File: src/hw/als_pkg.sv
// Purpose: shared constants for the ambient light conversion and readout block
// Assumes: 25 MHz system clock, two-wire bus pins sampled through synchronisers
// Notes:   cycle counts are derived here from the printed times and the clock rate
// Function
// The host selects the light result by writing bus byte 26h then pointer 85h.
// A read at bus byte 27h after that returns the high result byte.
// A further read at bus byte 27h returns the low result byte at pointer 86h.
// With continuous mode off, each result is made within a fixed 100 ms frame.
// Each single conversion takes about 300 us, leaving the rest of the frame idle.
// The result is the average of the configured number of conversions, up to 128.
// In standard mode a new result appears only when the 100 ms frame ends.
// With continuous mode on, each conversion starts right after the previous one.
// The register pointer advances by one after each byte read.
// Either a stop and new start or a repeated start may precede the read.
// In continuous mode the result updates as soon as the averaged set is complete.
package als_pkg;

	localparam int          CLK_HZ      = 25_000_000;
	localparam int          FRAME_MS    = 100;
	localparam int          CONV_US     = 300;
	localparam int          FRAME_CYC   = FRAME_MS * (CLK_HZ / 1000);
	localparam int          CONV_CYC    = (CONV_US * (CLK_HZ / 1000) + 999) / 1000;

	localparam logic [7:0]  BUS_WR_ADDR = 8'h26;
	localparam logic [7:0]  BUS_RD_ADDR = 8'h27;
	localparam logic [7:0]  PTR_RES_HI  = 8'h85;
	localparam logic [7:0]  PTR_RES_LO  = 8'h86;
	localparam logic [7:0]  PTR_RST     = 8'h00;
	localparam logic [15:0] RESULT_RST  = 16'h0000;
	localparam logic [2:0]  AVG_MAX_LOG = 3'h7;
	localparam logic [3:0]  BITS_BYTE   = 4'h8;

	typedef enum logic [2:0] {
		ST_IDLE = 3'b000,
		ST_ADDR = 3'b001,
		ST_AACK = 3'b010,
		ST_PTR  = 3'b011,
		ST_PACK = 3'b100,
		ST_TX   = 3'b101,
		ST_HACK = 3'b110
	} bus_state_e;

	typedef enum logic {
		SQ_CONV = 1'b0,
		SQ_WAIT = 1'b1
	} seq_state_e;

endpackage

File: src/hw/conv_if.sv
// Purpose: carries the averaged result and the sequencer settings between modules
// Assumes: single clock domain
// Notes:   result_valid is a one-cycle pulse with result stable from then on
`timescale 1ns/1ns
interface conv_if;
	logic [15:0] result;
	logic        result_valid;
	logic        cont_mode;
	logic [2:0]  avg_log2;

	modport seq (output result, output result_valid, input cont_mode, input avg_log2);
	modport rd  (input result, input result_valid, output cont_mode, output avg_log2);
endinterface

File: src/hw/als_sequencer.sv
// Purpose: paces single conversions and averages them into one light result
// Assumes: adc_sample is valid in the cycle a conversion slot ends, same clock domain
// Notes:   standard mode runs the set at the frame start, publishes at frame end
`timescale 1ns/1ns
module als_sequencer
	import als_pkg::*;
#(
	parameter int FRAME_CYCLES = FRAME_CYC,
	parameter int CONV_CYCLES  = CONV_CYC
) (
	input  wire logic        clock,
	input  wire logic        arst_n,
	input  wire logic [15:0] adc_sample,
	conv_if.seq              cv
);

	seq_state_e  state_q, state_d;
	logic [21:0] frame_q, frame_d;
	logic [12:0] conv_q,  conv_d;
	logic [7:0]  done_q,  done_d;
	logic [22:0] acc_q,   acc_d;
	logic [15:0] res_q,   res_d;
	logic        vld_q,   vld_d;
	logic [22:0] acc_sum;
	logic [7:0]  n_target;
	logic        conv_end, frame_end;

	// divide the accumulated sum by the power-of-two count
	function automatic logic [15:0] avg_of(input logic [22:0] sum, input logic [2:0] sh);
		avg_of = 16'(sum >> sh);
	endfunction

	assign n_target  = 8'(9'h001 << cv.avg_log2);
	assign acc_sum   = acc_q + {7'h00, adc_sample};
	assign conv_end  = (state_q == SQ_CONV) && (conv_q == 13'(CONV_CYCLES - 1));
	assign frame_end = (frame_q == 22'(FRAME_CYCLES - 1));

	////////////////////////////////////////////////////////////////////////////
	// next values: conversion slots, averaging and frame pacing
	always_comb begin
		state_d = state_q;
		frame_d = cv.cont_mode ? 22'h000000 : (frame_end ? 22'h000000 : frame_q + 22'h000001);
		conv_d  = conv_q;
		done_d  = done_q;
		acc_d   = acc_q;
		res_d   = res_q;
		vld_d   = 1'b0;
		if (state_q == SQ_CONV) begin
			conv_d = conv_end ? 13'h0000 : conv_q + 13'h0001;
		end
		if (conv_end) begin
			if (done_q + 8'h01 >= n_target) begin
				if (cv.cont_mode) begin
					res_d  = avg_of(acc_sum, cv.avg_log2);
					vld_d  = 1'b1;
					acc_d  = 23'h000000;
					done_d = 8'h00;
				end else begin
					acc_d   = acc_sum;
					done_d  = done_q + 8'h01;
					state_d = SQ_WAIT;
				end
			end else begin
				acc_d  = acc_sum;
				done_d = done_q + 8'h01;
			end
		end
		// frame end publishes the waiting set and restarts; leaving standard mode
		// while waiting resumes conversions straight away
		if (state_q == SQ_WAIT && (frame_end || cv.cont_mode)) begin
			res_d   = avg_of(acc_q, cv.avg_log2);
			vld_d   = 1'b1;
			acc_d   = 23'h000000;
			done_d  = 8'h00;
			conv_d  = 13'h0000;
			state_d = SQ_CONV;
		end
	end

	// state registers only
	always_ff @(posedge clock or negedge arst_n) begin
		if (!arst_n) begin
			state_q <= SQ_CONV;
			frame_q <= 22'h000000;
			conv_q  <= 13'h0000;
			done_q  <= 8'h00;
			acc_q   <= 23'h000000;
			res_q   <= RESULT_RST;
			vld_q   <= 1'b0;
		end else begin
			state_q <= state_d;
			frame_q <= frame_d;
			conv_q  <= conv_d;
			done_q  <= done_d;
			acc_q   <= acc_d;
			res_q   <= res_d;
			vld_q   <= vld_d;
		end
	end

	assign cv.result       = res_q;
	assign cv.result_valid = vld_q;

endmodule // als_sequencer

File: src/hw/als_readout.sv
// Purpose: two-wire bus target returning the averaged light result, plus sequencer
// Assumes: bus pins are asynchronous; cont_mode and avg_log2 come from same-clock logic
// Notes:   open-drain data pin: sda_o is held low and sda_oe pulls the line
`timescale 1ns/1ns
module als_readout
	import als_pkg::*;
#(
	parameter int FRAME_CYCLES = FRAME_CYC,
	parameter int CONV_CYCLES  = CONV_CYC
) (
	input  wire logic        clock,
	input  wire logic        arst_n,
	input  wire logic        scl_i,
	input  wire logic        sda_i,
	output logic             sda_o,
	output logic             sda_oe,
	input  wire logic        cont_mode,
	input  wire logic [2:0]  avg_log2,
	input  wire logic [15:0] adc_sample,
	output logic [15:0]      result,
	output logic             result_new
);

	conv_if cv ();

	bus_state_e  state_q, state_d;
	logic [3:0]  cnt_q,   cnt_d;
	logic [7:0]  shift_q, shift_d;
	logic [7:0]  ptr_q,   ptr_d;
	logic [7:0]  tx_q,    tx_d;
	logic [15:0] snap_q,  snap_d;
	logic [15:0] res_q,   res_d;
	logic        oe_q,    oe_d;
	logic        rd_q,    rd_d;
	logic        new_q,   new_d;
	logic        scl_s1_q, scl_s2_q, scl_s3_q;
	logic        sda_s1_q, sda_s2_q, sda_s3_q;
	logic        start, stop, scl_rise, scl_fall;

	// byte returned for a pointer; unmapped pointers read as zero
	function automatic logic [7:0] read_byte(input logic [7:0] ptr, input logic [15:0] val);
		if (ptr == PTR_RES_HI) begin
			read_byte = val[15:8];
		end else if (ptr == PTR_RES_LO) begin
			read_byte = val[7:0];
		end else begin
			read_byte = 8'h00;
		end
	endfunction

	////////////////////////////////////////////////////////////////////////////
	// conversion sequencer
	assign cv.cont_mode = cont_mode;
	assign cv.avg_log2  = (avg_log2 > AVG_MAX_LOG) ? AVG_MAX_LOG : avg_log2;

	als_sequencer #(
		.FRAME_CYCLES (FRAME_CYCLES),
		.CONV_CYCLES  (CONV_CYCLES)
	) u_seq (
		.clock      (clock),
		.arst_n     (arst_n),
		.adc_sample (adc_sample),
		.cv         (cv)
	);

	////////////////////////////////////////////////////////////////////////////
	// pin synchronisers; third stage only feeds edge detection
	always_ff @(posedge clock or negedge arst_n) begin
		if (!arst_n) begin
			scl_s1_q <= 1'b1;
			scl_s2_q <= 1'b1;
			scl_s3_q <= 1'b1;
			sda_s1_q <= 1'b1;
			sda_s2_q <= 1'b1;
			sda_s3_q <= 1'b1;
		end else begin
			scl_s1_q <= scl_i;
			scl_s2_q <= scl_s1_q;
			scl_s3_q <= scl_s2_q;
			sda_s1_q <= sda_i;
			sda_s2_q <= sda_s1_q;
			sda_s3_q <= sda_s2_q;
		end
	end

	// bus conditions from the synchronised lines
	assign scl_rise = scl_s2_q & ~scl_s3_q;
	assign scl_fall = ~scl_s2_q & scl_s3_q;
	assign start    = scl_s2_q & scl_s3_q & sda_s3_q & ~sda_s2_q;
	assign stop     = scl_s2_q & scl_s3_q & ~sda_s3_q & sda_s2_q;

	////////////////////////////////////////////////////////////////////////////
	// bus target next values
	always_comb begin
		state_d = state_q;
		cnt_d   = cnt_q;
		shift_d = shift_q;
		ptr_d   = ptr_q;
		tx_d    = tx_q;
		snap_d  = snap_q;
		oe_d    = oe_q;
		rd_d    = rd_q;
		// a start from any state, stop or not, begins a new address phase
		if (start) begin
			state_d = ST_ADDR;
			cnt_d   = 4'h0;
			oe_d    = 1'b0;
		end else if (stop) begin
			state_d = ST_IDLE;
			oe_d    = 1'b0;
		end else if (scl_rise) begin
			case (state_q)
				ST_ADDR, ST_PTR: begin
					shift_d = {shift_q[6:0], sda_s2_q};
					cnt_d   = cnt_q + 4'h1;
				end
				ST_HACK: begin
					if (sda_s2_q) begin
						state_d = ST_IDLE; // host not-ack ends the read
					end
				end
				default: begin
				end
			endcase
		end else if (scl_fall) begin
			case (state_q)
				ST_ADDR: begin
					if (cnt_q == BITS_BYTE) begin
						if (shift_q == BUS_WR_ADDR || shift_q == BUS_RD_ADDR) begin
							state_d = ST_AACK;
							oe_d    = 1'b1;
							rd_d    = shift_q[0];
						end else begin
							state_d = ST_IDLE;
						end
					end
				end
				ST_AACK: begin
					if (rd_q) begin
						// snapshot keeps high and low bytes of one result together
						snap_d  = res_q;
						tx_d    = read_byte(ptr_q, res_q);
						oe_d    = ~tx_d[7]; // pull the line for a zero bit
						state_d = ST_TX;
					end else begin
						oe_d    = 1'b0;
						state_d = ST_PTR;
					end
					cnt_d = 4'h0;
				end
				ST_PTR: begin
					if (cnt_q == BITS_BYTE) begin
						ptr_d   = shift_q;
						oe_d    = 1'b1;
						state_d = ST_PACK;
					end
				end
				ST_PACK: begin
					// no writable registers: later data bytes are not acknowledged
					oe_d    = 1'b0;
					state_d = ST_IDLE;
				end
				ST_TX: begin
					if (cnt_q == 4'h7) begin
						oe_d    = 1'b0;
						ptr_d   = ptr_q + 8'h01;
						state_d = ST_HACK;
					end else begin
						tx_d  = {tx_q[6:0], 1'b0};
						oe_d  = ~tx_q[6];
						cnt_d = cnt_q + 4'h1;
					end
				end
				ST_HACK: begin
					tx_d    = read_byte(ptr_q, snap_q);
					oe_d    = ~tx_d[7]; // pull the line for a zero bit
					cnt_d   = 4'h0;
					state_d = ST_TX;
				end
				default: begin
				end
			endcase
		end
	end

	// result register and update pulse
	always_comb begin
		res_d = cv.result_valid ? cv.result : res_q;
		new_d = cv.result_valid;
	end

	// registers only
	always_ff @(posedge clock or negedge arst_n) begin
		if (!arst_n) begin
			state_q <= ST_IDLE;
			cnt_q   <= 4'h0;
			shift_q <= 8'h00;
			ptr_q   <= PTR_RST;
			tx_q    <= 8'h00;
			snap_q  <= RESULT_RST;
			res_q   <= RESULT_RST;
			oe_q    <= 1'b0;
			rd_q    <= 1'b0;
			new_q   <= 1'b0;
		end else begin
			state_q <= state_d;
			cnt_q   <= cnt_d;
			shift_q <= shift_d;
			ptr_q   <= ptr_d;
			tx_q    <= tx_d;
			snap_q  <= snap_d;
			res_q   <= res_d;
			oe_q    <= oe_d;
			rd_q    <= rd_d;
			new_q   <= new_d;
		end
	end

	assign sda_o      = 1'b0;
	assign sda_oe     = oe_q;
	assign result     = res_q;
	assign result_new = new_q;

endmodule // als_readout

File: config.mk
export PLATFORM = sky130hd
export DESIGN_NAME = als_readout
export DESIGN_NICKNAME = d
export VERILOG_FILES = /design/src/hw/als_pkg.sv /design/src/hw/conv_if.sv /design/src/hw/als_sequencer.sv /design/src/hw/als_readout.sv
export SDC_FILE = /design/constraint.sdc
export NUM_CORES = 1
export LEC_CHECK = 0
export BUFFER_PORTS_ARGS = -buffer_cell sky130_fd_sc_hd__buf_2
export CORE_AREA = 2 2 150 152
export DETAILED_ROUTE_END_ITERATION = 8
export DIE_AREA = 0 0 152 154
export SYNTH_ARGS = -nofsm -noshare
export SYNTH_HDL_FRONTEND = slang
export SYNTH_SLANG_ARGS = --single-unit
File: constraint.sdc
create_clock -name clock -period 6.5 [get_ports clock]
set_input_delay 1.3 -clock clock [delete_from_list [all_inputs] [get_ports clock]]
set_output_delay 1.3 -clock clock [all_outputs]
set_load 0.1 [all_outputs]
# Yosys cells after proc, flatten, opt, wreduce, memory -nomap -nowiden
# Index checks and enable logic that the tools add are counted.
totals:
  register_bits: 155
  latch_bits: 0
  ram_bits: 0
  romBits: 0
  in_bits: 24
  out_inout_bits: 19
  n_memories: 0
op_classes:
  add_sub_neg: 6
  mul: 0
  div: 0
  n_lt_le_gt_ge: 2
  n_eq_ne: 32
  shifts: 3
  mux: 76
  bitwise_logic: 18
  reduce_logical: 26
op_table:
  columns: ["op", "count"]
  rows:
  - ["2-to-1 mux 8 bit", 21]
  - ["2-to-1 mux 23 bit", 4]
  - ["2-to-1 mux 16 bit", 4]
  - [">> shifter 23 x 3 -> 16 bit", 2]
  - ["2-to-1 mux 22 bit", 2]
  - ["2-to-1 mux 13 bit", 3]
  - ["2-to-1 mux 3 bit", 11]
  - ["AND reduction 7 bit", 4]
  - ["2-to-1 mux 4 bit", 6]
  - ["adder 23 x 16 -> 23 bit", 1]
  - ["adder 22 x 1 -> 22 bit, second input constant", 1]
  - ["equality test 22 bit, second input constant", 1]
  - ["one-hot mux 7 bit (3 select lines)", 1]
  - ["!= test 4 bit, second input constant", 5]
  - ["one-hot mux 3 bit (6 select lines)", 1]
  - ["2-to-1 mux 1 bit", 17]
  - ["adder 8 x 1 -> 8 bit, second input constant", 2]
  - ["equality test 8 x 6 -> 1 bit, second input constant", 2]
  - ["equality test 8 bit, second input constant", 2]
  - ["one-hot mux 8 bit (2 select lines)", 1]
  - ["!= test 5 bit, second input constant", 3]
  - ["2-to-1 mux 7 bit", 2]
  - ["adder 13 x 1 -> 13 bit, second input constant", 1]
  - ["equality test 13 bit, second input constant", 1]
  - ["other kinds (30)", 65]

# Logic depth before layout (Yosys ltp)
# Gate-level depths: netlist of the first run.
depth:
  depth_word: 16
  mapped_depth: 14

# Modules after synthesis
# From an unflattened synthesis of the first run, not the netlist that was laid out.
hier_totals:
  hier_cells: 983
  hier_area_um2: 9671.8
by_module_without_submodules:
  columns: ["module", "instances", "cells_each", "area_each_um2"]
  rows:
  - ["als_sequencer", 1, 641, 5903.2]
  - ["als_readout", 1, 342, 3768.6]

# Least setup slack after synthesis of the first run
# OpenSTA, ideal clock, no wires.
synth_timing:
  path_kind: "in2reg"
  startpoint: "in avg_log2[1]"
  endpoint: "reg u_seq.acc_q[22]"
  setup_time_ps: 77
  t_arrival_ps: 3904
  t_required_ps: 6423
  path_slack_ps: 2519
  cell_stages: 10
  path_cell_list: "clkinv_1 -> clkbuf_1 -> or3_1 -> ha_1 -> a21oi_1 -> o21ai_0 -> a31oi_1 -> o21ai_1 -> or4_1 -> a21oi_1"
synth_between:
  elab_chain_len: 7
synth_lines:
  columns: ["element", "line_no", "source"]
  rows:
  - ["start, declared", "als_readout.sv:18", "input wire logic [2:0] avg_log2,"]
  - ["greater-than comparator 3 bit", "als_readout.sv:54", "assign cv.avg_log2 = (avg_log2 > AVG_MAX_LOG) ? AVG_MAX_LOG : avg_log2;"]
  - ["2-to-1 mux 3 bit (*)", "als_readout.sv:54", null]
  - ["<< shifter 1 x 3 -> 8 bit (*)", "als_sequencer.sv:33", "assign n_target = 8'(9'h001 << cv.avg_log2);"]
  - ["greater-or-equal comparator 8 bit (*)", "als_sequencer.sv:52", "if (done_q + 8'h01 >= n_target) begin"]
  - ["2-to-1 mux 23 bit (*)", "als_sequencer.sv:52", null]
  - ["2-to-1 mux 23 bit (*)", "als_sequencer.sv:51", "if (conv_end) begin"]
  - ["2-to-1 mux 23 bit (*)", "als_sequencer.sv:70", "if (state_q == SQ_WAIT && (frame_end || cv.cont_mode)) begin"]
  - ["end signal, assigned", "als_sequencer.sv:87", "acc_q <= 23'h000000;"]
  - ["end signal, assigned", "als_sequencer.sv:95", "acc_q <= acc_d;"]
  - ["end, declared", "als_sequencer.sv:21", "logic [22:0] acc_q, acc_d;"]
# Mark *: on every way between the ends. The rest lies on a longest branch, timed or not. The select of a mux whose other input is x is not followed.
# A chain may end at the register's enable or synchronous reset.

# Worst setup path after layout of the first run
layout_timing:
  startpoint: "in avg_log2[1]"
  endpoint: "reg u_seq.acc_q[19]"
# Same word-level chain as after synthesis.

==> metrics.txt, run 1 <==
# TYPE chip_impl_metric gauge
chip_impl_info{name="status",value="complete, no violations"} 1
chip_impl_info{name="synth.top_cells.by_count",value="149 x sky130_fd_sc_hd__dfrtp_1, 90 x sky130_fd_sc_hd__nor2_1, 80 x sky130_fd_sc_hd__nand2_1, 72 x sky130_fd_sc_hd__a21oi_1, 54 x sky130_fd_sc_hd__o21ai_0"} 1
chip_impl_info{name="crit_end",value="u_seq.acc_q[19]"} 1
chip_impl_metric{name="grt_antenna_before_repair",unit=""} 0
chip_impl_metric{name="io_pins",unit=""} 43
chip_impl_metric{name="postLayoutSetupSlackWorst",unit="ns"} 1.96
chip_impl_metric{name="place.gp.congestion",unit=""} 0.859
chip_impl_info{name="end_kind",value="flop"} 1
chip_impl_metric{name="floorplan.core_area",unit="sq um"} 21700
chip_impl_info{name="holdCritPathClass",value="reg -> reg"} 1
chip_impl_metric{name="ctsHoldBuffers",unit=""} 0
chip_impl_metric{name="synth_register_bits",unit=""} 155
chip_impl_metric{name="critical_path_arrival",unit="ns"} 4.88
chip_impl_metric{name="cts_resized",unit=""} 0
chip_impl_metric{name="drt_pre_antenna_iters",unit=""} 4
chip_impl_metric{name="max-slew-margin-rel",unit="%"} 28.8
chip_impl_metric{name="insertion_delay",unit="ns"} 0.42
chip_impl_info{name="cts_tree",value="yes"} 1
chip_impl_metric{name="cts_htree_levels",unit=""} 4
chip_impl_metric{name="mappedNetlistArea",unit="sq um"} 9280
chip_impl_metric{name="final_cycle_utilization_of_the_critical_path",unit="%"} 69.8
chip_impl_metric{name="fin_setup_tns",unit="ns"} 0
chip_impl_metric{name="post_synthesis_net_count",unit=""} 1049
chip_impl_metric{name="cts-buffers-inserted",unit=""} 17
chip_impl_info{name="r2r_end",value="u_seq.acc_q[19]"} 1
chip_impl_metric{name="cts.sink_count",unit=""} 155
chip_impl_metric{name="period_needed",unit="ns"} 4.54
chip_impl_metric{name="max_cap_viol_count",unit=""} 0
chip_impl_metric{name="fin_nets",unit=""} 1070
chip_impl_info{name="start_kind",value="primary input"} 1
chip_impl_metric{name="avgRoutedWirePerCell",unit="um"} 16.1
chip_impl_info{name="critPathTopFamily",value="compound AO/OA/AOI/OAI gates"} 1
chip_impl_metric{name="syn_avg_cell_area",unit="sq um"} 9.38
chip_impl_metric{name="remaining_drc_errors",unit=""} 0
chip_impl_metric{name="synth_cell_types",unit=""} 79
chip_impl_metric{name="share_of_post_route_cells_with_drive_strength_above_1",unit="%"} 14.4
chip_impl_metric{name="total_power",unit="W"} 0.00276
chip_impl_metric{name="cp_num_buf_inv",unit=""} 3
chip_impl_info{name="synth_top_cells_by_area",value="sky130_fd_sc_hd__dfrtp_1 40%, sky130_fd_sc_hd__mux2_2 5.3%, sky130_fd_sc_hd__ha_1 4.7%, sky130_fd_sc_hd__a21oi_1 3.9%, sky130_fd_sc_hd__nor2_1 3.6%"} 1
chip_impl_metric{name="start_util",unit="%"} 42.8
chip_impl_metric{name="critical_path_depth",unit=""} 12
chip_impl_metric{name="grt_pass1_vias",unit=""} 6894
chip_impl_metric{name="count_of_flip_flops_with_a_built_in_enable_after_synthesis",unit=""} 0
chip_impl_info{name="worstSetupPathType",value="in -> reg"} 1
chip_impl_metric{name="cts-root-to-sink-buffers",unit=""} 2
chip_impl_metric{name="hpwl",unit="um"} 15000
chip_impl_metric{name="ys_warn_count",unit=""} 0
chip_impl_metric{name="finalSetupViolations",unit=""} 0
chip_impl_metric{name="fp.dieH",unit="um"} 154
chip_impl_metric{name="regToRegSetupSlack",unit="ns"} 3.02
chip_impl_metric{name="cp_max_fo",unit=""} 20
chip_impl_metric{name="fmax",unit="MHz"} 220
chip_impl_metric{name="worstMarginPinSlew",unit="ns"} 1.05
chip_impl_metric{name="power_density",unit="nW/um^2"} 268
chip_impl_info{name="timing.critical_path.cells",value="buf_2 -> clkinv_1 -> or3_1 -> ha_1 -> a21oi_1 -> o21ai_0 -> a31oi_1 -> o21ai_1 -> nor2_1 -> buf_4 -> nand2_1 -> o21ai_0"} 1
chip_impl_metric{name="post-cts-setup-buffers",unit=""} 0
chip_impl_info{name="worst_path_max_delay_cell",value="sky130_fd_sc_hd__or3_1"} 1
chip_impl_metric{name="static-leakage-power",unit="nW"} 4.54
chip_impl_metric{name="seq_area_frac_synth",unit="%"} 41.9
chip_impl_metric{name="maxSlewViolCount",unit=""} 0
chip_impl_metric{name="drt_wl_total",unit="um"} 20900
chip_impl_metric{name="clk_pin_slew",unit="ns"} 0.06
chip_impl_metric{name="grtUsageTotal",unit="%"} 18.1
chip_impl_metric{name="grt-ovfl-total",unit=""} 0
chip_impl_info{name="clock_tree.root_cell",value="sky130_fd_sc_hd__clkbuf_16"} 1
chip_impl_metric{name="grt_start_max_net_pins",unit=""} 100
chip_impl_metric{name="drt_iter0_markers",unit=""} 486
chip_impl_metric{name="syn2layout_area_growth",unit="%"} 11.1
chip_impl_info{name="yosys.cell_count.top_type",value="sky130_fd_sc_hd__dfrtp_1"} 1
chip_impl_metric{name="synth.top_cell.area_share",unit="%"} 40.2
chip_impl_info{name="dominantRegCellSynth",value="sky130_fd_sc_hd__dfrtp_1"} 1
chip_impl_metric{name="drt-vias-per-instance",unit=""} 5.69
chip_impl_metric{name="cp_peak_stage_delay",unit="ns"} 0.50
chip_impl_info{name="regToRegStartpoint",value="u_seq.done_q[0]"} 1
chip_impl_metric{name="floorplan.die.width",unit="um"} 152
chip_impl_metric{name="dpl_worst_slack",unit="ns"} 1.56
chip_impl_metric{name="final-hold-violation-count",unit=""} 0
chip_impl_info{name="startpoint",value="avg_log2[1]"} 1
chip_impl_metric{name="routed-via-count",unit=""} 7417
chip_impl_metric{name="port_buffers",unit=""} 41
chip_impl_info{name="rsz_0062_raised_after_global_routing",value="no"} 1
chip_impl_metric{name="postRouteAntennaNets",unit=""} 0
chip_impl_info{name="critical_path.most_common_cell",value="sky130_fd_sc_hd__o21ai_0"} 1
chip_impl_metric{name="worst_clock_skew",unit="ns"} 0.0103
chip_impl_metric{name="synthesis.instances",unit=""} 989
chip_impl_metric{name="ys_async_sr_fraction",unit="%"} 100
chip_impl_metric{name="cp_data_required_time",unit="ns"} 6.84
chip_impl_metric{name="global_route_wire_length_before_repair",unit="um"} 35300
chip_impl_info{name="synth_area_leader_cell",value="sky130_fd_sc_hd__dfrtp_1"} 1
chip_impl_metric{name="ir_worst_vdd",unit="V"} 0.000177
chip_impl_metric{name="placement_rows",unit=""} 54
chip_impl_metric{name="antennaDiodeCount",unit=""} 0
chip_impl_metric{name="die-area",unit="sq um"} 23400
chip_impl_metric{name="ff2ff_path_depth",unit=""} 13
-- sequential cells by signal (all words and copies together), names as in the netlist, 13 cells and up --
register and cells:
u_seq.cv.result 16, u_seq.conv_q 13, u_seq.frame_q 22, result 16, snap_q 16, u_seq.acc_q 23
-- layout make-up --
class / instances / area [sq um]
Tap cell: 280 / 350
Clock buffer: 18 / 429
Fill cell: 2054 / 11400
Multi-Input combinational cell: 758 / 5090
Clock inverter: 14 / 169
Inverter: 29 / 109
Timing Repair Buffer: 49 / 272
Sequential cell: 155 / 3890
-- how the worst min path moves through the flow --
stage	end	slack [ns]	depth (start not counted)	start
final	scl_s2_q	0.35	0	scl_s1_q
after CTS	scl_s2_q	0.36	0	scl_s1_q
after global placement	scl_s2_q	0.35	0	scl_s1_q
after detailed placement	sda_s2_q	0.35	0	sda_s1_q
after floorplan	scl_s2_q	0.35	0	scl_s1_q
after global routing	sda_s2_q	0.36	0	sda_s1_q
-- placed cells by master, fill, tap and decap left out, types with 20 or more instances in the layout --
cell type and instances:
sky130_fd_sc_hd__dfrtp_1 149, sky130_fd_sc_hd__nor2_1 90, sky130_fd_sc_hd__nand2_1 80, sky130_fd_sc_hd__a21oi_1 72, sky130_fd_sc_hd__o21ai_0 54, sky130_fd_sc_hd__mux2_2 44, sky130_fd_sc_hd__nand3_1 42, sky130_fd_sc_hd__buf_2 40
sky130_fd_sc_hd__ha_1 35, sky130_fd_sc_hd__xnor2_1 28, sky130_fd_sc_hd__inv_1 27, sky130_fd_sc_hd__a22oi_1 24, sky130_fd_sc_hd__xor2_1 22, sky130_fd_sc_hd__o22ai_1 20
-- worst register-to-register path: cells and delay by family (launching register included) --
kind | cells | cell delay [ns]
AOI/OAI and AO/OA | 3 | 0.92
xor gates and xnor gates | 1 | 0.16
adders and majority gates | 1 | 0.22
buffers and inverters | 1 | 0.31
DFF | 1 | 0.44
and+or+nand+nor | 7 | 1.37
-- metrics by stage --
| stage | utilization [%] | instances | cell area [sq um] | hold slack (ns) |
|---|---|---|---|---|
| floorplan | - | 989 | 9280 | 0.345 |
| CTS | 47.5 | 1303 | 10300 | 0.356 |
| detailed placement | 44.8 | 1271 | 9710 | 0.347 |
| finish | 47.5 | 1303 | 10300 | 0.354 |
| global route | 47.5 | 1303 | 10300 | 0.358 |
| global placement | 44.8 | 1271 | 9710 | 0.348 |
-- where the power goes --
part           leakage [nW]  internal [W]  switching, W  total, W
combinational          2.18      0.000205      0.000392  0.000597
sequential             2.07       0.00105     0.0000943   0.00115
clock                 0.291      0.000606      0.000409   0.00101
total                  4.54       0.00186      0.000895   0.00276
-- layer usage --
layer  wire (um)  part of all wire [%]  GRT usage [%]
met1       10600                    50           26.6
met2        9410                    45           27.8
met3         710                   3.4           2.82
met4         257                   1.2           5.12
met5           0                     0              0
-- cells by family (layout without fill, tap and decap cells) --
logic type	after synthesis	in the layout	share of synthesized area, %
AOI/OAI and AO/OA	284	284	20.1
xor gates and xnor gates	50	50	4.72
adders and majority gates	36	36	4.94
buffers and inverters	76	110	3.28
DFF	155	155	41.9
muxes	66	66	8.12
other	1	1	0.0404
and+or+nand+nor	321	321	16.9
Power figures use the tool's default switching activity.
==> inputs of run 2 (changes only) <==
- clock period: 6.5 -> 4.35 ns (I/O delays scaled with it)
==> run 2 against run 1 <==
Against the previous run:
- global-route usage is 0.73 points higher
- cell area up 0.57%
- clock power up 40%
- sequential power rose by 50%
- first-iteration DRC count increased by 9.7%
- clock skew up 0.0021 ns
- combinational power up 52%
- via count is 0.40% higher
- critical path depth grew 1
- core utilization up 0.27 points
- largest power group unchanged
- non-clock buffer count rose by 13
==> metrics.txt, run 2 (synthesized netlist as in run 1, its figures left out) <==
# TYPE chip_impl_metric gauge
chip_impl_metric{name="clk_pin_slew",unit="ns"} 0.06
chip_impl_metric{name="postRouteAntennaNets",unit=""} 0
chip_impl_metric{name="critical_path_arrival",unit="ns"} 3.73
chip_impl_metric{name="hpwl",unit="um"} 15200
chip_impl_metric{name="avgRoutedWirePerCell",unit="um"} 16.3
chip_impl_metric{name="port_buffers",unit=""} 41
chip_impl_metric{name="drt_wl_total",unit="um"} 21400
chip_impl_metric{name="grt_pass1_vias",unit=""} 7161
chip_impl_info{name="holdCritPathClass",value="reg -> reg"} 1
chip_impl_metric{name="finish.instance_area",unit="sq um"} 10400
chip_impl_info{name="worstSetupPathType",value="in -> reg"} 1
chip_impl_metric{name="grt_start_max_net_pins",unit=""} 92
chip_impl_metric{name="io_pins",unit=""} 43
chip_impl_metric{name="drt_iter0_markers",unit=""} 533
chip_impl_metric{name="final_cycle_utilization_of_the_critical_path",unit="%"} 79.2
chip_impl_metric{name="switchingPower",unit="W"} 0.00133
chip_impl_metric{name="netSwitchingFraction",unit="%"} 32.9
chip_impl_metric{name="floorplan.die.width",unit="um"} 152
chip_impl_metric{name="ir_worst_vdd",unit="V"} 0.000164
chip_impl_metric{name="max-slew-margin-rel",unit="%"} 24.7
chip_impl_metric{name="power_frac_seq",unit="%"} 42.6
chip_impl_metric{name="finalSetupViolations",unit=""} 0
chip_impl_metric{name="part_of_the_total_power_dissipated_in_the_clock_network",unit="%"} 35.0
chip_impl_metric{name="hold_ws",unit="ns"} 0.353
chip_impl_metric{name="post-cts-setup-buffers",unit=""} 0
chip_impl_metric{name="insertion_delay",unit="ns"} 0.43
chip_impl_metric{name="power.share.combinational",unit="%"} 22.4
chip_impl_metric{name="worstMarginPinSlew",unit="ns"} 1.11
chip_impl_metric{name="grt_antenna_before_repair",unit=""} 0
chip_impl_info{name="mostFrequentLayoutCell",value="sky130_fd_sc_hd__dfrtp_1"} 1
chip_impl_metric{name="fmax",unit="MHz"} 290
chip_impl_metric{name="fin_setup_tns",unit="ns"} 0
chip_impl_info{name="registers.top_by_ff_count",value="u_seq.acc_q"} 1
chip_impl_metric{name="die-area",unit="sq um"} 23400
chip_impl_info{name="biggestRegsByFlops",value="u_seq.acc_q: 23 flops, u_seq.frame_q: 22 flops"} 1
chip_impl_metric{name="cp_max_fo",unit=""} 5
chip_impl_metric{name="power_density",unit="nW/um^2"} 389
chip_impl_metric{name="cp_data_required_time",unit="ns"} 4.63
chip_impl_metric{name="placement_rows",unit=""} 54
chip_impl_info{name="top_library_cells_by_usage_in_the_layout_fill_and_taps_aside",value="149 x sky130_fd_sc_hd__dfrtp_1, 90 x sky130_fd_sc_hd__nor2_1, 80 x sky130_fd_sc_hd__nand2_1"} 1
chip_impl_metric{name="static-leakage-power",unit="nW"} 4.57
chip_impl_info{name="clock_tree.root_cell",value="sky130_fd_sc_hd__clkbuf_16"} 1
chip_impl_metric{name="global_route_wire_length_before_repair",unit="um"} 36700
chip_impl_metric{name="syn2layout_area_growth",unit="%"} 11.7
chip_impl_metric{name="placed_area",unit="sq um"} 9820
chip_impl_metric{name="drt_pre_antenna_iters",unit=""} 5
chip_impl_info{name="cts_tree",value="yes"} 1
chip_impl_metric{name="period_needed",unit="ns"} 3.45
chip_impl_metric{name="worst_clock_skew",unit="ns"} 0.0124
chip_impl_metric{name="ctsHoldBuffers",unit=""} 0
chip_impl_metric{name="cts.sink_count",unit=""} 155
chip_impl_metric{name="floorplan.core_area",unit="sq um"} 21700
chip_impl_metric{name="fin_nets",unit=""} 1083
chip_impl_info{name="status",value="complete, no violations"} 1
chip_impl_metric{name="remaining_drc_errors",unit=""} 0
chip_impl_metric{name="grt-ovfl-total",unit=""} 0
chip_impl_metric{name="internal-power",unit="W"} 0.00271
chip_impl_info{name="start_kind",value="primary input"} 1
chip_impl_metric{name="final-hold-violation-count",unit=""} 0
chip_impl_metric{name="drt-vias-per-instance",unit=""} 5.66
chip_impl_metric{name="cts_htree_levels",unit=""} 4
chip_impl_info{name="rsz_0062_raised_after_global_routing",value="no"} 1
chip_impl_metric{name="cts-root-to-sink-buffers",unit=""} 2
chip_impl_metric{name="fp.dieH",unit="um"} 154
chip_impl_metric{name="antennaDiodeCount",unit=""} 0
chip_impl_metric{name="grtUsageTotal",unit="%"} 18.9
chip_impl_metric{name="maxSlewViolCount",unit=""} 0
chip_impl_metric{name="cts_resized",unit=""} 0
chip_impl_metric{name="largest_register_ffs",unit=""} 23
chip_impl_metric{name="routed-via-count",unit=""} 7447
chip_impl_metric{name="cts-buffers-inserted",unit=""} 17
chip_impl_metric{name="start_util",unit="%"} 42.8
chip_impl_metric{name="max_cap_viol_count",unit=""} 0
chip_impl_metric{name="total_power",unit="W"} 0.00404
chip_impl_info{name="end_kind",value="flop"} 1
chip_impl_metric{name="place.gp.congestion",unit=""} 0.833
chip_impl_metric{name="share_of_post_route_cells_with_drive_strength_above_1",unit="%"} 15.0
[run 2: cell types whose count changed in the layout (fill, tap and decap cells not counted), sizes merged]
cell,delta
bufinv,-2
inv,-3
clkinv,-3
clkbuf,+7
clkinvlp,+1
buf,+13
[run 2: cell type report]
class,count,area [sq um]
multi-input cells,758,5090
flip-flops and latches,155,3890
fillers,2059,11300
repair buffers,62,382
clock inverters,7,71.3
well taps,280,350
inverters,29,109
clock buffers,25,475
[run 2: final timing paths]
kind,start,endpoint,slack [ns],cells after the start
worst max-delay path,adc_sample[0],u_seq.cv.result[11],0.90,13
worst min-delay path,scl_s1_q,scl_s2_q,0.35,0
worst max register to register,u_seq.acc_q[0],u_seq.cv.result[11],1.01,12
worst min register to register,scl_s1_q,scl_s2_q,0.35,0
max in group asynchronous,arst_n,u_seq.frame_q[15],2.98,2
min in group asynchronous,arst_n,u_seq.acc_q[0],0.52,1
[run 2: worst max-delay path, stage by stage]
cell	delay, ns
sky130_fd_sc_hd__buf_2	0.08
sky130_fd_sc_hd__ha_1	0.20
sky130_fd_sc_hd__inv_1	0.07
sky130_fd_sc_hd__fa_1	0.39
sky130_fd_sc_hd__nand2b_1	0.20
sky130_fd_sc_hd__a21o_1	0.20
sky130_fd_sc_hd__a31o_2	0.26
sky130_fd_sc_hd__a211oi_4	0.30
sky130_fd_sc_hd__o21ai_0	0.17
sky130_fd_sc_hd__xnor2_1	0.34
sky130_fd_sc_hd__a22oi_1	0.21
sky130_fd_sc_hd__a21oi_1	0.32
sky130_fd_sc_hd__a31oi_1	0.13
[run 2: metal layers]
layer	global-route usage, %	part of all wire (%)
met5	0	0
met4	5.25	0.83
met3	3.49	3.4
met2	28.2	44
met1	28.0	52
[run 2: per-stage QoR]
stage               instances  setup slack, ns  util [%]
floorplan                 989            0.799         -
global placement         1284            0.643      45.3
detailed placement       1284            0.578      45.3
CTS                      1316             1.01      47.8
global route             1316            0.755      47.8
finish                   1316            0.903      47.8
[run 2: power by group through the flow]
stage | logic, W | registers [W] | clock network, W
2_1_floorplan | 0.000553 | 0.00185 | 0
3_3_place_gp | 0.000901 | 0.00174 | 0
3_5_place_dp | 0.000904 | 0.00174 | 0
4_1_cts | 0.000905 | 0.00172 | 0.00144
5_1_grt | 0.00100 | 0.00174 | 0.00152
6_report | 0.000905 | 0.00172 | 0.00141
